[src/poe_ctrl_pkg.sv]
// Purpose: Shared constants for the power controller control plane
// Assumes: Core clock mclk at 10 MHz
// Notes:   Figures are kept in their own unit; cycle counts derive from them
package poe_ctrl_pkg;

  // ----------------------------------------------------------------
  // Clocking
  // ----------------------------------------------------------------
  localparam int unsigned CLK_HZ          = 10_000_000;
  localparam int unsigned INT_OSC_KHZ_X1K = 47_972_000;  // Nominal on-chip oscillator, Hz

  // ----------------------------------------------------------------
  // Link rates
  // ----------------------------------------------------------------
  localparam int unsigned MGR_BIT_HZ   = 1_000_000;
  localparam int unsigned MGR_HALF_CYC = CLK_HZ / (2 * MGR_BIT_HZ);
  localparam int unsigned UART_BAUD    = 19_200;
  localparam int unsigned UART_DIV_CYC = CLK_HZ / UART_BAUD;
  localparam int unsigned I2C_MAX_HZ   = 400_000;

  // ----------------------------------------------------------------
  // Timing
  // ----------------------------------------------------------------
  localparam int unsigned PG_HOLDUP_NS  = 5_000;
  localparam int unsigned PG_HOLDUP_CYC = PG_HOLDUP_NS / (1_000_000_000 / CLK_HZ);
  localparam int unsigned DEB_CYC       = 8;
  localparam int unsigned INIT_CYC      = 64;
  localparam int unsigned WD_PULL_CYC   = 8;

  // ----------------------------------------------------------------
  // Frames and reset values
  // ----------------------------------------------------------------
  localparam int unsigned FRAME_W     = 48;
  localparam int unsigned LED_PORTS   = 48;
  localparam int unsigned CMD_W       = 8;
  localparam logic [7:0]  CMD_RESET   = 8'h5A;
  localparam logic [7:0]  CMD_DISABLE = 8'hD1;
  localparam int unsigned SENSE_W     = 6;
  localparam logic [5:0]  SENSE_RST   = 6'h01;
  localparam int unsigned BANK_W      = 16;
  localparam int unsigned NUM_BANKS   = 16;

  typedef enum logic [5:0] {
    ST_HOLD     = 6'h01,
    ST_INIT     = 6'h02,
    ST_SEND_RST = 6'h04,
    ST_RUN      = 6'h08,
    ST_SEND_DIS = 6'h10,
    ST_LED      = 6'h20
  } ctrl_state_t;

endpackage

[src/mgr_serial_tx.sv]
// Purpose: Shared serial shifter for the manager bus and the LED chain
// Assumes: miso_sync already passed two flip-flops
// Notes:   Data changes on falling clock, sampled on rising; MSB first
`timescale 1ns/100ps
module mgr_serial_tx
  import poe_ctrl_pkg::*;
#(
  parameter int WIDTH = 48
) (
  // Clock and reset
  input  wire logic             mclk,
  input  wire logic             nrst,
  // Request
  input  wire logic             start,
  input  wire logic             abort,
  input  wire logic             to_led,
  input  wire logic [5:0]       nbits,
  input  wire logic [WIDTH-1:0] data,
  output logic                  done,
  output logic [7:0]            rx_data,
  // Pins
  input  wire logic             miso_sync,
  output logic                  sclk,
  output logic                  mosi,
  output logic                  mgr_cs_n,
  output logic                  led_select_n
);
  localparam logic [7:0] HALF_LAST = 8'(MGR_HALF_CYC - 1);

  logic             busy_reg;
  logic [7:0]       div_reg;
  logic [5:0]       left_reg;
  logic [WIDTH-1:0] shift_reg;
  wire              half_end = busy_reg && (div_reg == HALF_LAST);

  always_ff @(posedge mclk or negedge nrst) begin
    if (!nrst) begin
      busy_reg     <= 1'b0;
      div_reg      <= 8'h00;
      left_reg     <= 6'h00;
      shift_reg    <= '0;
      sclk         <= 1'b0;
      mosi         <= 1'b0;
      mgr_cs_n     <= 1'b1;
      led_select_n <= 1'b1;
      done         <= 1'b0;
      rx_data      <= 8'h00;
    end else begin
      done    <= 1'b0;
      div_reg <= half_end || !busy_reg ? 8'h00 : div_reg + 8'h01;
      if (abort) begin
        // Reset pin low: drop the frame in flight so INIT finds the shifter idle
        busy_reg     <= 1'b0;
        sclk         <= 1'b0;
        mgr_cs_n     <= 1'b1;
        led_select_n <= 1'b1;
      end else if (!busy_reg && start) begin
        busy_reg     <= 1'b1;
        shift_reg    <= data;
        left_reg     <= nbits;
        sclk         <= 1'b0;
        mosi         <= data[WIDTH-1];
        mgr_cs_n     <= to_led;
        led_select_n <= !to_led;
      end else if (half_end && !sclk) begin
        sclk    <= 1'b1;
        rx_data <= {rx_data[6:0], miso_sync};
      end else if (half_end) begin
        sclk <= 1'b0;
        if (left_reg == 6'h01) begin
          busy_reg     <= 1'b0;
          mgr_cs_n     <= 1'b1;
          led_select_n <= 1'b1;
          done         <= 1'b1;
        end else begin
          left_reg  <= left_reg - 6'h01;
          shift_reg <= shift_reg << 1;
          mosi      <= shift_reg[WIDTH-2];
        end
      end
    end
  end
endmodule // mgr_serial_tx

[src/poe_ctrl_top.sv]
// Purpose: Control plane of the power-over-Ethernet system controller
// Assumes: mclk 10 MHz; only the off, reset, supply-good, SCL and MISO pins are asynchronous
// Notes:   One output enable covers every push-pull pin; reset and SCL lines are open drain with their own enables
`timescale 1ns/100ps
module poe_ctrl_top
  import poe_ctrl_pkg::*;
#(
  parameter int WD_TIMEOUT_CYC = 100_000,
  parameter int LED_PERIOD_CYC = 10_000
) (
  // Clock and reset
  input  wire logic                                  mclk,
  input  wire logic                                  nrst,
  // Host control lines
  input  wire logic                                  all_ports_off_n,
  input  wire logic                                  system_reset_in_n,
  output logic                                       reset_pull_oe,
  // Host interface selection and timing
  input  wire logic [3:0]                            addr_sense_code,
  output logic                                       host_uart_sel,
  output logic [6:0]                                 i2c_target_addr,
  output logic                                       uart_baud_tick,
  input  wire logic                                  i2c_scl_in,
  input  wire logic                                  host_link_busy,
  output logic                                       i2c_scl_oe,
  // Events and watchdog
  input  wire logic                                  sys_event,
  input  wire logic                                  irq_ack,
  input  wire logic                                  wd_kick,
  output logic                                       event_irq_n,
  // Manager bus and LED chain
  input  wire logic                                  mgr_miso,
  output logic                                       mgr_sclk,
  output logic                                       mgr_mosi,
  output logic                                       mgr_cs_n,
  output logic [7:0]                                 mgr_rx_data,
  input  wire logic [poe_ctrl_pkg::LED_PORTS-1:0]    led_status,
  output logic                                       led_select_n,
  output logic                                       led_output_enable,
  output logic                                       led_latch_strobe,
  output logic                                       pin_oe,
  // Power banks
  input  wire logic [3:0]                            supply_good,
  input  wire logic                                  bank_wr_en,
  input  wire logic [3:0]                            bank_wr_idx,
  input  wire logic [poe_ctrl_pkg::BANK_W-1:0]       bank_wr_data,
  output logic [poe_ctrl_pkg::BANK_W-1:0]            power_budget
);
  import poe_ctrl_pkg::*;

  // ----------------------------------------------------------------
  // Input synchronisers and debounce
  // ----------------------------------------------------------------
  wire  [SENSE_W-1:0] raw = {supply_good, system_reset_in_n, all_ports_off_n};
  logic [SENSE_W-1:0] s1_reg, s2_reg, deb_reg, deb_prev_reg;
  logic [3:0]         deb_cnt_reg [SENSE_W];

  genvar gi;
  generate
    for (gi = 0; gi < SENSE_W; gi++) begin : g_deb
      always_ff @(posedge mclk or negedge nrst) begin
        if (!nrst) begin
          s1_reg[gi]      <= SENSE_RST[gi];
          s2_reg[gi]      <= SENSE_RST[gi];
          deb_reg[gi]     <= SENSE_RST[gi];
          deb_cnt_reg[gi] <= 4'h0;
        end else begin
          s1_reg[gi] <= raw[gi];
          s2_reg[gi] <= s1_reg[gi];
          if (s2_reg[gi] == deb_reg[gi]) begin
            deb_cnt_reg[gi] <= 4'h0;
          end else if (deb_cnt_reg[gi] == 4'(DEB_CYC - 1)) begin
            deb_reg[gi]     <= s2_reg[gi];
            deb_cnt_reg[gi] <= 4'h0;
          end else begin
            deb_cnt_reg[gi] <= deb_cnt_reg[gi] + 4'h1;
          end
        end
      end
    end
  endgenerate

  wire       off_n_deb  = deb_reg[0];
  wire       rst_n_deb  = deb_reg[1];
  wire [3:0] pg_deb     = deb_reg[5:2];
  wire       off_fall   = deb_prev_reg[0] && !off_n_deb;
  wire       pg_changed = deb_prev_reg[5:2] != pg_deb;

  // ----------------------------------------------------------------
  // Sequencer
  // ----------------------------------------------------------------
  ctrl_state_t             state_reg, state_next;
  logic [15:0]             init_cnt_reg;
  logic [31:0]             led_tmr_reg;
  logic                    dis_pend_reg, start_reg, to_led_reg;
  logic [5:0]              nbits_reg;
  logic [FRAME_W-1:0]      tx_data_reg;
  logic [3:0]              strap_reg;
  logic                    tx_done;

  wire init_end  = (state_reg == ST_INIT) && (init_cnt_reg == 16'(INIT_CYC - 1));
  wire led_due   = led_tmr_reg >= 32'(LED_PERIOD_CYC - 1);
  wire run_dis   = (state_reg == ST_RUN) && dis_pend_reg;
  wire run_led   = (state_reg == ST_RUN) && !dis_pend_reg && led_due;
  wire sent_done = tx_done && (state_reg inside {ST_SEND_RST, ST_SEND_DIS, ST_LED});

  always_comb begin
    state_next = state_reg;
    if (!rst_n_deb)     state_next = ST_HOLD;
    else if (state_reg == ST_HOLD) state_next = ST_INIT;
    else if (init_end)  state_next = ST_SEND_RST;
    else if (run_dis)   state_next = ST_SEND_DIS;
    else if (run_led)   state_next = ST_LED;
    else if (sent_done) state_next = ST_RUN;
  end

  // Strap is caught in INIT, after the pin reset lets go
  function automatic logic [6:0] strap_addr(input logic [3:0] code);
    return {1'b0, code, 2'b00};
  endfunction

  always_ff @(posedge mclk or negedge nrst) begin
    if (!nrst) begin
      state_reg    <= ST_HOLD;
      deb_prev_reg <= SENSE_RST;
      init_cnt_reg <= 16'h0000;
      strap_reg    <= 4'h0;
      pin_oe       <= 1'b0;
    end else begin
      state_reg    <= state_next;
      deb_prev_reg <= deb_reg;
      init_cnt_reg <= (state_reg == ST_INIT) ? init_cnt_reg + 16'h0001 : 16'h0000;
      if (state_reg == ST_INIT) strap_reg <= addr_sense_code;
      pin_oe       <= (state_next != ST_HOLD);
    end
  end

  always_ff @(posedge mclk or negedge nrst) begin
    if (!nrst) begin
      dis_pend_reg <= 1'b0;
      start_reg    <= 1'b0;
      to_led_reg   <= 1'b0;
      nbits_reg    <= 6'h00;
      tx_data_reg  <= '0;
      led_tmr_reg  <= 32'h0000_0000;
    end else begin
      start_reg    <= init_end || run_dis || run_led;
      dis_pend_reg <= off_fall || (dis_pend_reg && !run_dis);
      led_tmr_reg  <= run_led ? 32'h0000_0000 : led_tmr_reg + {31'h0, !led_due};
      if (init_end || run_dis) begin
        to_led_reg  <= 1'b0;
        nbits_reg   <= 6'(CMD_W);
        tx_data_reg <= {init_end ? CMD_RESET : CMD_DISABLE, (FRAME_W - CMD_W)'(0)};
      end else if (run_led) begin
        to_led_reg  <= 1'b1;
        nbits_reg   <= 6'(LED_PORTS);
        tx_data_reg <= led_status;
      end
    end
  end

  // ----------------------------------------------------------------
  // Manager bus / LED shifter
  // ----------------------------------------------------------------
  logic miso_s1_reg, miso_s2_reg;
  always_ff @(posedge mclk or negedge nrst) begin
    if (!nrst) begin
      miso_s1_reg <= 1'b0;
      miso_s2_reg <= 1'b0;
    end else begin
      miso_s1_reg <= mgr_miso;
      miso_s2_reg <= miso_s1_reg;
    end
  end

  // A frame cut by the reset pin must not swallow the reset command after INIT
  wire tx_abort = (state_reg == ST_HOLD);

  mgr_serial_tx #(.WIDTH(FRAME_W)) u_tx (
    .mclk         (mclk),
    .nrst         (nrst),
    .abort        (tx_abort),
    .start        (start_reg),
    .to_led       (to_led_reg),
    .nbits        (nbits_reg),
    .data         (tx_data_reg),
    .done         (tx_done),
    .rx_data      (mgr_rx_data),
    .miso_sync    (miso_s2_reg),
    .sclk         (mgr_sclk),
    .mosi         (mgr_mosi),
    .mgr_cs_n     (mgr_cs_n),
    .led_select_n (led_select_n)
  );

  // ----------------------------------------------------------------
  // Host side, watchdog, events, power banks
  // ----------------------------------------------------------------
  logic [BANK_W-1:0] bank_mem [NUM_BANKS];
  logic [9:0]        uart_div_reg;
  logic              scl_s1_reg, scl_s2_reg, scl_prev_reg;
  logic [31:0]       wd_cnt_reg;
  logic [3:0]        wd_pull_reg;
  logic              irq_flag_reg;

  wire running   = state_reg != ST_HOLD;
  wire uart_wrap = uart_div_reg == 10'(UART_DIV_CYC - 1);
  wire scl_fall  = scl_prev_reg && !scl_s2_reg;
  wire wd_fire   = running && (wd_cnt_reg == 32'(WD_TIMEOUT_CYC - 1));
  wire irq_next  = sys_event || pg_changed || (irq_flag_reg && !irq_ack);

  always_ff @(posedge mclk) begin
    if (bank_wr_en) bank_mem[bank_wr_idx] <= bank_wr_data;
  end

  always_ff @(posedge mclk or negedge nrst) begin
    if (!nrst) begin
      host_uart_sel     <= 1'b1;
      i2c_target_addr   <= 7'h00;
      uart_div_reg      <= 10'h000;
      uart_baud_tick    <= 1'b0;
      scl_s1_reg        <= 1'b1;
      scl_s2_reg        <= 1'b1;
      scl_prev_reg      <= 1'b1;
      i2c_scl_oe        <= 1'b0;
      wd_cnt_reg        <= 32'h0000_0000;
      wd_pull_reg       <= 4'h0;
      reset_pull_oe     <= 1'b0;
      irq_flag_reg      <= 1'b0;
      event_irq_n       <= 1'b1;
      power_budget      <= '0;
      led_latch_strobe  <= 1'b0;
      led_output_enable <= 1'b0;
    end else begin
      host_uart_sel   <= (strap_reg == 4'h0);
      i2c_target_addr <= strap_addr(strap_reg);
      uart_div_reg    <= uart_wrap || !host_uart_sel ? 10'h000 : uart_div_reg + 10'h001;
      uart_baud_tick  <= uart_wrap && host_uart_sel && running;
      scl_s1_reg      <= i2c_scl_in;
      scl_s2_reg      <= scl_s1_reg;
      scl_prev_reg    <= scl_s2_reg;
      // Stretch low after a falling edge while the core is busy
      i2c_scl_oe      <= !host_uart_sel && running && host_link_busy
                         && (scl_fall || i2c_scl_oe);
      wd_cnt_reg      <= (wd_kick || !running || wd_fire) ? 32'h0 : wd_cnt_reg + 32'h1;
      wd_pull_reg     <= wd_fire ? 4'(WD_PULL_CYC) : wd_pull_reg - {3'h0, |wd_pull_reg};
      reset_pull_oe   <= wd_fire || (wd_pull_reg > 4'h1);
      irq_flag_reg    <= irq_next;
      event_irq_n     <= !irq_next;
      power_budget    <= bank_mem[pg_deb];
      led_latch_strobe  <= tx_done && (state_reg == ST_LED);
      led_output_enable <= led_output_enable || (tx_done && (state_reg == ST_LED));
    end
  end
endmodule // poe_ctrl_top

[config.mk]
export PLATFORM = sky130hd
export DESIGN_NAME = poe_ctrl_top
export DESIGN_NICKNAME = d
export VERILOG_FILES = /design/src/poe_ctrl_pkg.sv /design/src/mgr_serial_tx.sv /design/src/poe_ctrl_top.sv
export SDC_FILE = /design/constraint.sdc
export NUM_CORES = 1
export LEC_CHECK = 0
export BUFFER_PORTS_ARGS = -buffer_cell sky130_fd_sc_hd__buf_2
export CAP_MARGIN = 20
export CORE_MARGIN = 4
export CORE_UTILIZATION = 46
export DETAILED_ROUTE_END_ITERATION = 12
export PLACE_DENSITY_LB_ADDON = 0.2
export RECOVER_POWER = 25
export SLEW_MARGIN = 20
export SYNTH_ARGS = -nofsm -noshare
export SYNTH_HDL_FRONTEND = slang
export SYNTH_HIERARCHICAL = 1
export SYNTH_SLANG_ARGS = --single-unit
export TNS_END_PERCENT = 50
[constraint.sdc]
create_clock -name mclk -period 7.8 [get_ports mclk]
set_input_delay 0.78 -clock mclk [delete_from_list [all_inputs] [get_ports mclk]]
set_output_delay 0.78 -clock mclk [all_outputs]
set_load 0.01 [all_outputs]
# After elaboration in Yosys (flattened, before gate mapping)
# Memory sizes are Yosys's and may differ from the RTL's. A register that Yosys moved wholly into a read port is not among the register bits.
# Index checks and enable logic that the tools add are counted.
[classes] addsub=13 order_cmp=2 eq_ne=29 mux=66 n_bitwise=8 reduce_logical=61
[ops] operator="$mux 47" count=4
[ops] operator="$mux 48" count=2
[ops] operator="$mux 6" count=12
[ops] operator="$mux 32" count=2
[ops] operator="$mux 4" count=13
[ops] operator="$add 32x1->32" count=1
[ops] operator="$add 32x1->32 const B" count=1
[ops] operator="$eq 32x17->1 const B" count=1
[ops] operator="$ge 32x14->1 const B" count=1
[ops] operator="$mux 1" count=29
[ops] operator="$add 4x1->4 const B" count=6
[ops] operator="$eq 4x3->1 const B" count=6
[ops] operator="$logic_and 1x1->1" count=19
[ops] operator="$add 16x1->16 const B" count=1
[ops] operator="$eq 16x6->1 const B" count=1
[ops] operator="$mux 16" count=1
[ops] operator="$mux 8" count=2
[ops] operator="$logic_not 1->1" count=13
[ops] operator="$eq 6x1->1 const B" count=2
[ops] operator="$logic_or 1x1->1" count=12
[ops] operator="$ne 6x1->1 const B" count=2
[ops] operator="$reduce_and 2->1" count=6
[ops] operator="$add 10x1->10 const B" count=1
[ops] operator="$eq 10x10->1 const B" count=1
[ops] operator="other kinds (23)" count=40
[word_totals] reg_bits=302 ramBits=256 input_bits=87 wordCells=242 n_memories=1
[memory_table] memory="bank_mem" words=16 width=16 rd=1 rd_ports_with_merged_regs=1 write_ports=1 line_no="poe_ctrl_top.sv:199" text="logic [BANK_W-1:0] bank_mem [NUM_BANKS];"

# Depth between registers and ports, before layout
# Gate-level depths: netlist (run 1).
[depth] ltp_word=10 depth_mapped=13 ltp_nobuf=12

# By module
# Netlist (run 1), hierarchy kept.
[by_module_without_submodules] mod="poe_ctrl_top" instances=1 cells_per_inst=1201 area_per_inst_um2=19249.7 seq_area_each_um2=13630.6
[by_module_without_submodules] mod="mgr_serial_tx" instances=1 cells_per_inst=346 area_per_inst_um2=3520.9 seq_area_each_um2=1879.3

# Worst setup path before layout (run 1)
# Ideal clock, no wire load.
[synth_timing] kind="register -> register" from="register led_tmr_reg[28]" to="register led_tmr_reg[16]" setup_ps=132 arrival_ps=2755 path_slack_ps=4913 stages_incl_launch_ff=13 path_buffers=0 path_cell_list="dfrtp_1 -> or4_1 -> nor4_1 -> nand4_2 -> inv_1 -> ha_1 -> ha_1 -> nand3_1 -> nor2_1 -> and4_1 -> nand3_1 -> xor2_1 -> nor2_1"
[synth_via] elab_chain_len=4
[synth_rtl] item="from (decl)" line_no="poe_ctrl_top.sv:94" text="logic [31:0] led_tmr_reg;"
[synth_rtl] item="from (signal assigned)" line_no="poe_ctrl_top.sv:149" text="led_tmr_reg <= run_led ? 32'h0000_0000 : led_tmr_reg + {31'h0, !led_due};"
[synth_rtl] item="$ge 32x14->1 *" line_no="poe_ctrl_top.sv:102" text="wire led_due = led_tmr_reg >= 32'(LED_PERIOD_CYC - 1);"
[synth_rtl] item="$logic_not 1->1" line_no="poe_ctrl_top.sv:149"
[synth_rtl] item="$add 32x1->32" line_no="poe_ctrl_top.sv:149"
[synth_rtl] item="$mux 32 *" line_no="poe_ctrl_top.sv:149"
# Every way passes the cells marked *; elsewhere a longest branch is shown, timed or not.
# A chain may end at the register's enable or synchronous reset.

==> results of run 1 <==
## power by group through the flow
stage	clock (W)	sequential [W]	combinational (W)
floorplan	0	0.00346	0.000789
global placement	0	0.00350	0.00112
detailed placement	0	0.00351	0.00113
CTS	0.00280	0.00345	0.00113
global route	0.00293	0.00347	0.00120
finish	0.00272	0.00344	0.00110
## metal layers
layer	vias up	global-route usage	wire, µm
li1	6018	-	-
met1	6781	0.246	20400
met2	268	0.298	23200
met3	66	0.0331	2340
met4	2	0.0471	874
met5	-	0	13
## cell usage in the layout, fill, tap and decap left out, types with 24 or more instances in the layout
| cell type | n |
|---|---|
| clkbuf_16 | 59 |
| and3_1 | 25 |
| mux4_2 | 80 |
| o22ai_1 | 54 |
| buf_4 | 28 |
| a22o_1 | 44 |
| a21oi_1 | 68 |
| nor2_1 | 188 |
| nand3_1 | 51 |
| xor2_1 | 62 |
| buf_2 | 109 |
| nand2_1 | 57 |
| xnor2_1 | 44 |
| inv_1 | 24 |
| clkbuf_1 | 41 |
| edfxtp_1 | 256 |
| dfrtp_1 | 299 |
## cell usage after synthesis (7+ instances only)
| cell | instances |
|---|---|
| nor4_1 | 18 |
| nor2_2 | 13 |
| mux2_2 | 16 |
| dfrtp_1 | 300 |
| xor2_1 | 62 |
| nand4_1 | 18 |
| xnor2_1 | 44 |
| a21oi_1 | 68 |
| dfstp_2 | 12 |
| buf_1 | 7 |
| clkbuf_1 | 36 |
| nand3_1 | 51 |
| inv_1 | 24 |
| ha_1 | 17 |
| buf_6 | 14 |
| a22o_1 | 44 |
| nor3_1 | 24 |
| nor2_1 | 190 |
| buf_2 | 13 |
| edfxtp_1 | 256 |
| o22ai_1 | 54 |
| and2_1 | 8 |
| nand2_1 | 57 |
| and4_1 | 7 |
| nor2b_1 | 12 |
| mux4_2 | 80 |
| and3_1 | 25 |
## kinds of logic after synthesis
| logic type | after synthesis | share of synthesized area |
|---|---|---|
| XOR/XNOR | 106 | 0.0408 |
| flip-flops | 568 | 0.681 |
| AO/OA/AOI/OAI | 195 | 0.0576 |
| adder cells (fa/ha/maj) | 17 | 0.00934 |
| multiplexers | 98 | 0.0880 |
| other | 1 | 0.000165 |
| AND/OR/NAND/NOR | 464 | 0.101 |
| buffers and inverters | 98 | 0.0221 |
## through the flow
| stage | total power [W] | area (µm²) |
|---|---|---|
| after floorplan | 0.00425 | 22800 |
| after global placement | 0.00462 | 24100 |
| after detailed placement | 0.00464 | 24100 |
| after CTS | 0.00739 | 26000 |
| after global routing | 0.00760 | 26000 |
| final | 0.00726 | 26000 |
## worst paths after layout
kind                                 start              end  slack [ns]  cells after the start
max reg2reg                led_tmr_reg[29]  led_tmr_reg[31]        4.22                     11
min in group asynchronous             nrst     strap_reg[0]        1.89                      1
min reg2reg                      s1_reg[5]        s2_reg[5]        0.35                      0
max                                   nrst   tx_data_reg[3]        3.23                      1
min                        all_ports_off_n        s1_reg[0]        0.27                      1
max in group mclk          led_tmr_reg[29]  led_tmr_reg[31]        4.22                     11
## layout make-up
class | count | area share
diodes | 3 | 0.000289
flip-flops and latches | 568 | 0.597
clock buffers | 90 | 0.0640
clock inverters | 19 | 0.00809
repair buffers | 155 | 0.0323
well taps | 664 | 0.0320
multi-input cells | 886 | 0.263
inverters | 24 | 0.00347
==> impl_results.md, run 1 <==
* Worst hold slack at 0.271 ns
* Worst endpoint data arrival time at 4.16 ns
* Core ar. at 49000 µm²
* Dpl hpwl at 27.6 mm
* Net switching power at 0.00183 W
* Post-route insts no fill at about 2400
* Layout fillers at roughly 4000
* HP Class: in -> reg
* Number of global-route vias before repair at 13400
* Die Y at 230 µm
* Clock power share at 0.374
* IO buf count at around 130
* DR vias at 13100
* Leak Pwr at between 10 and 15 nW
* CTS tree: built
* Area delta synth->final at 14.1%
* Antenna violations before repair at 4
* Largest net degree at the start of global routing at between 150 and 200
* Reg power frac at 0.474
* Final slew viol count at 89
* Total CTS buffers at 58
* H-Tree Depth at 2
* Ys async rst share at 0.549
* Gate Count Post-Synth at approximately 1500
* Pre-Repair DR Iteration Count at 5
* Overflow after GRT at 0
* Main synth FF type: dfrtp_1
* CP bufs+invs at 1
* Slew of the pin with the lowest slew margin at 4.76 ns
* GRT Util Overall at 0.179
* PnR worst setup slack at 3.23 ns
* Status: complete, but fails checks
* Max reg flops at 256
* Crit path cell chain: clkbuf_1
* Clock sink count at 568
* Sw Share at 0.252
* Setup violations, final at 0
* Ys Warns at 6
* Critical Path Sink Type: asynchronous set/reset pin
* Routed Antenna Nets at 0
* Clock Latency Late Sink at 0.61 ns
* Final nets at 1797
* Slowest CP cell: clkbuf_1
* Die span in x at 230 µm
* Cts repair resizes at 0
* Area of the multi-input gates at 6830 µm²
* Crit path kind: in -> async
* P_int at about 0.0054 W
* RSZ-0062 raised after global routing: false
* Comb power frac at 0.152
* Clk pin slew, worst setup/hold paths at 0.06 ns
* Crit path required time at approximately 7.4 ns
* Routability cong. at 0.776
* Yosys reg bits at 568
* Failing checks: capacitance limit, slew limit
* Post-CTS setup buffers at 0
* First-pass GRT wire length at 75.5 mm
* CP peak stage delay at 3.25 ns
* Layout cells sized above 1 at 0.211
* Worst relative slew slack at -2.17
* Post-synth top area cell: edfxtp_1
* CTS Hold Buffers Added at 0
* Residual DRC at 0
* Drt first-iter violations at a little over 1000
* Netlist cell types at 62
* Power density over the cells at ~280 nW/µm²
* Final period util at 0.586
* Placed instance count at 2297
* Yosys top cell area share at 0.338
* Worst-path maximum fanout at 89
* Seq/Total Area, Yosys at 0.681
* Starting density of the core at 0.465
* Vias per std cell at 5.45
* Max VDD drop at ~210 µV
* Row count at 81
* Top cells by area, synth: edfxtp_1, dfrtp_1, mux4_2
* Reg area at 15500 µm²
* Setup WS pre-CTS at 4.26 ns
* Syn Std Cell Area at 22800 µm²
* Final wirelength at 46.9 mm
* Crit-path leading delay family: buffers and inverters
* TNS Setup at 0 ns
* Avg WL per Cell at 19.5 µm
* Die ar. at 53100 µm²
* Startpoint Class: input port
* # IOs at 130
* Post-layout util at 0.531
* Final number of hold-violating endpoints at 0
* Fin crit period at approximately 4.6 ns
* Post-synth EDFFs at 256
* FMAX at 219 MHz
* CTS Buffer Depth at 3
* Max Cap Viol at 1
* Synth Area per Inst at between 10 and 15 µm²
* CTS Root Buffer Type: clkbuf_16
* Clk_skew at 0.0207 ns
Power figures use the tool's default switching activity.
==> run 2: changes to the inputs <==
==> constraint.sdc (replaced) <==
create_clock -name mclk -period 4.3 [get_ports mclk]
set_input_delay 0.43 -clock mclk [delete_from_list [all_inputs] [get_ports mclk]]
set_output_delay 0.43 -clock mclk [all_outputs]
set_load 0.01 [all_outputs]
==> run 2 against run 1 <==
Against the previous run:
- the flow still finishes with violations (capacitance limit, slew limit)
- sequential power is 83% higher
- clock-buffer cell count is 1 higher
- routed wire length is 1.2% higher
- sequential share of layout area is 0.95 points lower
- worst hold slack worse by 0.23 ns
- non-clock buffer count is 25 higher
- setup slack worse by 2.4 ns
- clock power is 92% higher
- clock skew hardly changed
- via count is 0.24% higher
- register-to-register slack worse by 3.4 ns
- largest power group unchanged
- highest routed layer unchanged
==> impl_results.md, run 2 (synthesized netlist as in run 1, its figures left out) <==
* Layout cells sized above 1 at 0.216
* First-pass GRT wire length at between 70 and 80 mm
* Final nets at 1823
* Final wirelength at 47.4 mm
* Leak Pwr at 10.5 nW
* Clock sink count at 568
* IO buf count at 126
* Residual DRC at 0
* Vias per std cell at 5.41
* Final number of hold-violating endpoints at 0
* Worst relative slew slack at -0.0616
* Crit path required time at ~4.8 ns
* Core ar. at 49000 µm²
* Reg-to-Reg Start: led_tmr_reg[29]
* Fin crit period at 3.48 ns
* Total CTS buffers at 59
* Metal2 WL at roughly 24 mm
* Routability cong. at 0.812
* Post-CTS setup buffers at 0
* DR vias at 13200
* Crit path kind: reg -> reg
* Largest net degree at the start of global routing at 97
* Max reg flops at 256
* Layout fillers at ~4000
* Antenna violations before repair at 5
* Clock Latency Late Sink at 0.62 ns
* Power density over the cells at around 500 nW/µm²
* Die Y at 230 µm
* Number of global-route vias before repair at 13500
* Most common cell after layout, fill and taps aside: dfrtp_1
* Met3 WL at 2.10 mm
* Slowest CP cell: or4_1
* CTS Buffer Depth at 3
* Worst Setup SP: led_tmr_reg[29]
* Worst-path maximum fanout at 7
* Routed Antenna Nets at 0
* Max VDD drop at between 300 and 400 µV
* Dpl hpwl at 28.7 mm
* Drt first-iter violations at roughly 1100
* Clk_skew at ~0.021 ns
* Startpoint Class: flop
* H-Tree Depth at 2
* RSZ-0062 raised after global routing: false
* Final period util at 0.808
* Overflow after GRT at 0
* R2r setup slk at between 0.8 and 0.9 ns
* Most frequent cells in the layout: dfrtp_1, edfxtp_1, nor2_1, buf_2, mux4_2
* Met1 WL at 20.7 mm
* Setup crit end: led_tmr_reg[16]
* HP Class: in -> reg
* Worst Reg2Reg Path Length in Cells at 12
* Pre-Repair DR Iteration Count at 5
* Avg WL per Cell at a little under 20 µm
* Slew of the pin with the lowest slew margin at 1.59 ns
* Row count at 81
* FMAX at around 290 MHz
* Post-layout util at 0.539
* CTS Root Buffer Type: clkbuf_16
* Max Cap Viol at 1
* Clk pin slew, worst setup/hold paths at approximately 0.060 ns
* Crit path cell chain: or4_1 -> nor4_1 -> nand4_2 -> inv_1 -> ha_1 -> ha_1 -> nand3_1 -> nor2_1 -> and4_1 -> nand3_1 -> xor2_1 -> nor2_1
* Area delta synth->final at 15.9%
* GRT Util Overall at 0.179
* CTS tree: built
* Reg2reg end: led_tmr_reg[16]
* Die span in x at 230 µm
* Max Used Layer: met5
* Setup violations, final at 0
* Critical Path Sink Type: flop
* Die ar. at 53100 µm²
* # IOs at 130
* Starting density of the core at 0.465
* TNS Setup at 0 ns
* Worst endpoint data arrival time at ~3.9 ns
* Failing checks: capacitance limit, slew limit
* Status: complete, but fails checks
* Final slew viol count at 21
* CP peak stage delay at between 0.5 and 0.6 ns
[run 2: changes by cell type in the layout (fill, tap and decap cells not counted), sizes merged, moves of 2 or more]
cell / delta
dlygate4sd3: +18
bufinv: +3
inv: -2
buf: +4
clkbuf: +4
[run 2: metal layers]
layer	up-vias	track usage
met3	72	0.0322
met4	4	0.0497
li1	6060	-
met2	238	0.298
met1	6792	0.246
met5	-	0
[run 2: critical path: cells and delay by family (launching register included)]
family,cells,cell delay [ns]
XOR/XNOR,1,0.15
flip-flops,1,0.42
adder cells (fa/ha/maj),2,0.41
AND/OR/NAND/NOR,8,2.20
buffers and inverters,1,0.15
[run 2: worst min-delay path by stage]
| stage | startpoint | end | slack [ns] | cells after the start |
|---|---|---|---|---|
| after detailed placement | s1_reg[1] | s2_reg[1] | 0.34 | 0 |
| after global routing | led_status[34] | tx_data_reg[34] | 0.02 | 2 |
| after floorplan | nrst | deb_cnt_reg[0] | 0.13 | 0 |
| final | led_status[18] | tx_data_reg[18] | 0.04 | 2 |
| after global placement | s1_reg[3] | s2_reg[3] | 0.33 | 0 |
| after CTS | led_status[5] | tx_data_reg[5] | 0.0009 | 2 |
[run 2: final cells by class]
class                      count  area, µm²  share of cell area
sequential                   568      15500               0.588
multi-input combinational    886       6830               0.259
clock buffer                  91       1700              0.0643
timing repair buffer         180       1120              0.0424
tap                          664        831              0.0315
clock inverter                20        318              0.0120
inverter                      24       90.1             0.00341
antenna                        2       5.00            0.000190
[run 2: through the flow]
step | total power, W | cell area [µm²] | hold slack (ns) | setup slack [ns] | cells
2_1_floorplan | 0.00771 | 22800 | 0.134 | 1.41 | 1552
3_3_place_gp | 0.00840 | 24200 | 0.334 | 0.876 | 2303
3_5_place_dp | 0.00843 | 24200 | 0.336 | 0.845 | 2303
4_1_cts | 0.0137 | 26400 | 0.000883 | 0.815 | 2432
5_1_grt | 0.0141 | 26400 | 0.0211 | 0.562 | 2433
6_report | 0.0135 | 26400 | 0.0375 | 0.824 | 2435
[run 2: timing repair]
| action | CTS | global route |
|---|---|---|
| endpoints found under the hold margin | 100 | 0 |
| hold buffers | 18 | 0 |
| resized for setup | 0 | 0 |
[run 2: power by group]
group | switching (W) | internal [W] | leakage, nW
Clock | 0.00209 | 0.00314 | 0.981
Combinational | 0.00102 | 0.000983 | 2.99
Sequential | 0.000270 | 0.00601 | 6.49
==> run 3: changes to the inputs <==
--- a/config.mk
+++ b/config.mk
@@ -5,6 +5,7 @@
 export SDC_FILE = /design/constraint.sdc
 export NUM_CORES = 1
 export LEC_CHECK = 0
+export ABC_AREA = 1
 export BUFFER_PORTS_ARGS = -buffer_cell sky130_fd_sc_hd__buf_2
 export CAP_MARGIN = 20
 export CORE_MARGIN = 4
==> constraint.sdc (replaced) <==
create_clock -name mclk -period 3.65 [get_ports mclk]
set_input_delay 0.365 -clock mclk [delete_from_list [all_inputs] [get_ports mclk]]
set_output_delay 0.365 -clock mclk [all_outputs]
set_load 0.01 [all_outputs]
==> run 3 against run 2 <==
Against the previous run:
- the run now ends clean
- via count is 37% higher
- non-clock buffer count is 42 higher
- cell area is 8.6% higher
- first-iteration DRC count is 22% higher
- power is 20% higher
- setup slack worse by 0.11 ns
- flip-flop and latch count stayed put
- sequential power is 15% higher
- worst hold slack better by 0.014 ns
- synthesized cell count is 64% higher
- clock skew is 0.0074 ns higher
- synthesized area is 8.2% higher
- largest cell class unchanged
==> impl_results.md, run 3 <==
* Area delta synth->final at 16.4%
* Post-route insts no fill at 3461
* First-pass GRT wire length at 94.9 mm
* Row count at 84
* CTS tree: built
* Gate Count Post-Synth at between 2000 and 3000
* Crit-path leading delay family: simple AND/OR/NAND/NOR gates
* Ys Warns at 6
* Leak Pwr at 12.0 nW
* Overflow after GRT at 0
* Worst-path maximum fanout at 6
* Crit path required time at roughly 4.1 ns
* Routability cong. at 0.924
* RSZ-0062 raised after global routing: false
* Status: finished clean
* Most common cell after layout, fill and taps aside: nand2_1
* Die span in x at 239 µm
* Starting density of the core at 0.467
* PnR worst setup slack at 0.718 ns
* Worst hold slack at 0.0518 ns
* Max VDD drop at ~450 µV
* Clock sink count at 568
* Die Y at 239 µm
* Total CTS buffers at 60
* Clk_skew at 0.0280 ns
* Final nets at 2825
* Setup violations, final at 0
* Setup WS pre-CTS at 0.763 ns
* Final number of hold-violating endpoints at 0
* TNS Setup at 0 ns
* Crit path kind: reg -> reg
* HP Class: in -> reg
* Netlist cell types at 43
* Synth Area per Inst at 9.71 µm²
* CP peak stage delay at 0.39 ns
* Largest net degree at the start of global routing at 105
* Slew of the pin with the lowest slew margin at 1.37 ns
* Drt first-iter violations at 1332
* Layout cells sized above 1 at 0.114
* Routed Antenna Nets at 0
* Die ar. at 57300 µm²
* Final instance area at 28700 µm²
* Clk pin slew, worst setup/hold paths at 0.06 ns
* Pre-Repair DR Iteration Count at 5
* Antenna violations before repair at 3
* GRT Util Overall at 0.205
* Vias per std cell at roughly 5.2
* Critical Path Sink Type: flop
* Max reg flops at 256
* Seq/Total Area, Yosys at 0.630
* Fin crit period at 2.93 ns
* Max Cap Viol at 0
* Top cells by count, synth: nand2_1, nor2_1, dfrtp_1, edfxtp_1, nand3_1
* Post-synth top area cell: edfxtp_1
* CP bufs+invs at 2
* Startpoint Class: flop
* Post-CTS setup buffers at 0
* Yosys top cell area share at 0.312
* IO buf count at 126
* Cts repair resizes at 0
* DR vias at 18000
* Number of global-route vias before repair at about 18000
* CTS Buffer Depth at 3
* Dpl hpwl at ~35 mm
* CTS Root Buffer Type: clkbuf_16
* Avg WL per Cell at 16.9 µm
* Crit path cell chain: inv_1 -> nand2_1 -> nor2_1 -> nand2_1 -> nor2_1 -> nand3_2 -> inv_1 -> ha_1 -> ha_1 -> nand3_1 -> nor2_1 -> nand2_1 -> nor2_2 -> nand3_1 -> nand2_1 -> nor2_1
* Worst relative slew slack at 0.0868
* FMAX at 341 MHz
* Final period util at 0.803
* Main synth FF type: dfrtp_1
* Core ar. at 52800 µm²
* Power density over the cells at 567 nW/µm²
* Syn Std Cell Area at about 25000 µm²
* Most frequent cells in the layout: nand2_1, nor2_1, dfrtp_1, edfxtp_1, nand3_1
* Final wirelength at 58.4 mm
* Post-synth EDFFs at between 200 and 300
* Clock Latency Late Sink at between 0.6 and 0.7 ns
* Residual DRC at 0
* CTS Hold Buffers Added at 58
* Final slew viol count at 0
* Yosys reg bits at ~570
* Count leader, synth: nand2_1
* Placed instance count at 3289
* Placed cell area at approximately 26000 µm²
* Top cells by area, synth: edfxtp_1, dfrtp_1, nand2_1
* H-Tree Depth at 2
* Slowest CP cell: dfrtp_1
* # IOs at between 100 and 150
* Ys async rst share at 0.549
* Worst endpoint data arrival time at 3.42 ns
run 3: path summary, 6_finish.rpt:
| check | cells past startpoint | slack, ns | startpoint | endpoint |
|---|---|---|---|---|
| setup / recovery | 16 | 0.72 | led_tmr_reg[23] | led_tmr_reg[30] |
| hold / removal | 5 | 0.05 | led_status[46] | tx_data_reg[46] |
| setup reg to reg | 16 | 0.72 | led_tmr_reg[23] | led_tmr_reg[30] |
| hold reg to reg | 0 | 0.35 | s1_reg[0] | s2_reg[0] |
| max in group asynchronous | 3 | 2.26 | nrst | u_tx/led_select_n |
| min in group asynchronous | 2 | 0.36 | nrst | uart_div_reg[3] |
run 3: per-stage QoR:
step	utilization	total power, W
CTS	0.544	0.0164
global route	0.543	0.0170
finish	0.543	0.0162
global placement	0.492	0.00982
floorplan	-	0.00895
detailed placement	0.492	0.00989
run 3: power by group:
group / internal (W) / switching, W
clock network: 0.00387 / 0.00259
logic: 0.000805 / 0.00175
registers: 0.00706 / 0.000180
total: 0.0117 / 0.00452
run 3: final cells by class:
class	count	area, µm²
fill	4653	24100
sequential	568	15500
multi-input combinational	1710	8020
clock buffer	79	1660
timing repair buffer	222	1540
tap	688	861
inverter	159	598
clock inverter	34	464
antenna	1	2.50
run 3: worst reg2reg max path, stage by stage, from the launching register on:
cell	delay, ns
dfrtp_1	0.39
inv_1	0.15
nand2_1	0.07
nor2_1	0.10
nand2_1	0.07
nor2_1	0.17
nand3_2	0.14
inv_1	0.09
ha_1	0.21
ha_1	0.31
nand3_1	0.26
nor2_1	0.25
nand2_1	0.13
nor2_2	0.25
nand3_1	0.11
nand2_1	0.07
nor2_1	0.03
run 3: metal layers:
metal / track usage / vias to the layer above / routed length, µm
met5: 0 / - / 22
li1: - / 8793 / -
met1: 0.270 / 8720 / 25400
met3: 0.0319 / 109 / 2560
met2: 0.351 / 383 / 28800
met4: 0.0668 / 4 / 1650
run 3: cells by family (layout without fill, tap and decap cells):
logic type / after synthesis / count (layout) / share of synthesized area
compound gates: 264 / 264 / 0.0633
xor+xnor: 55 / 55 / 0.0196
fa+ha+maj: 17 / 17 / 0.00864
buf+inv: 264 / 494 / 0.0469
flops: 568 / 568 / 0.630
mux: 1 / 1 / 0.000457
other cells: 1 / 7 / 0.000152
simple gates: 1367 / 1367 / 0.231
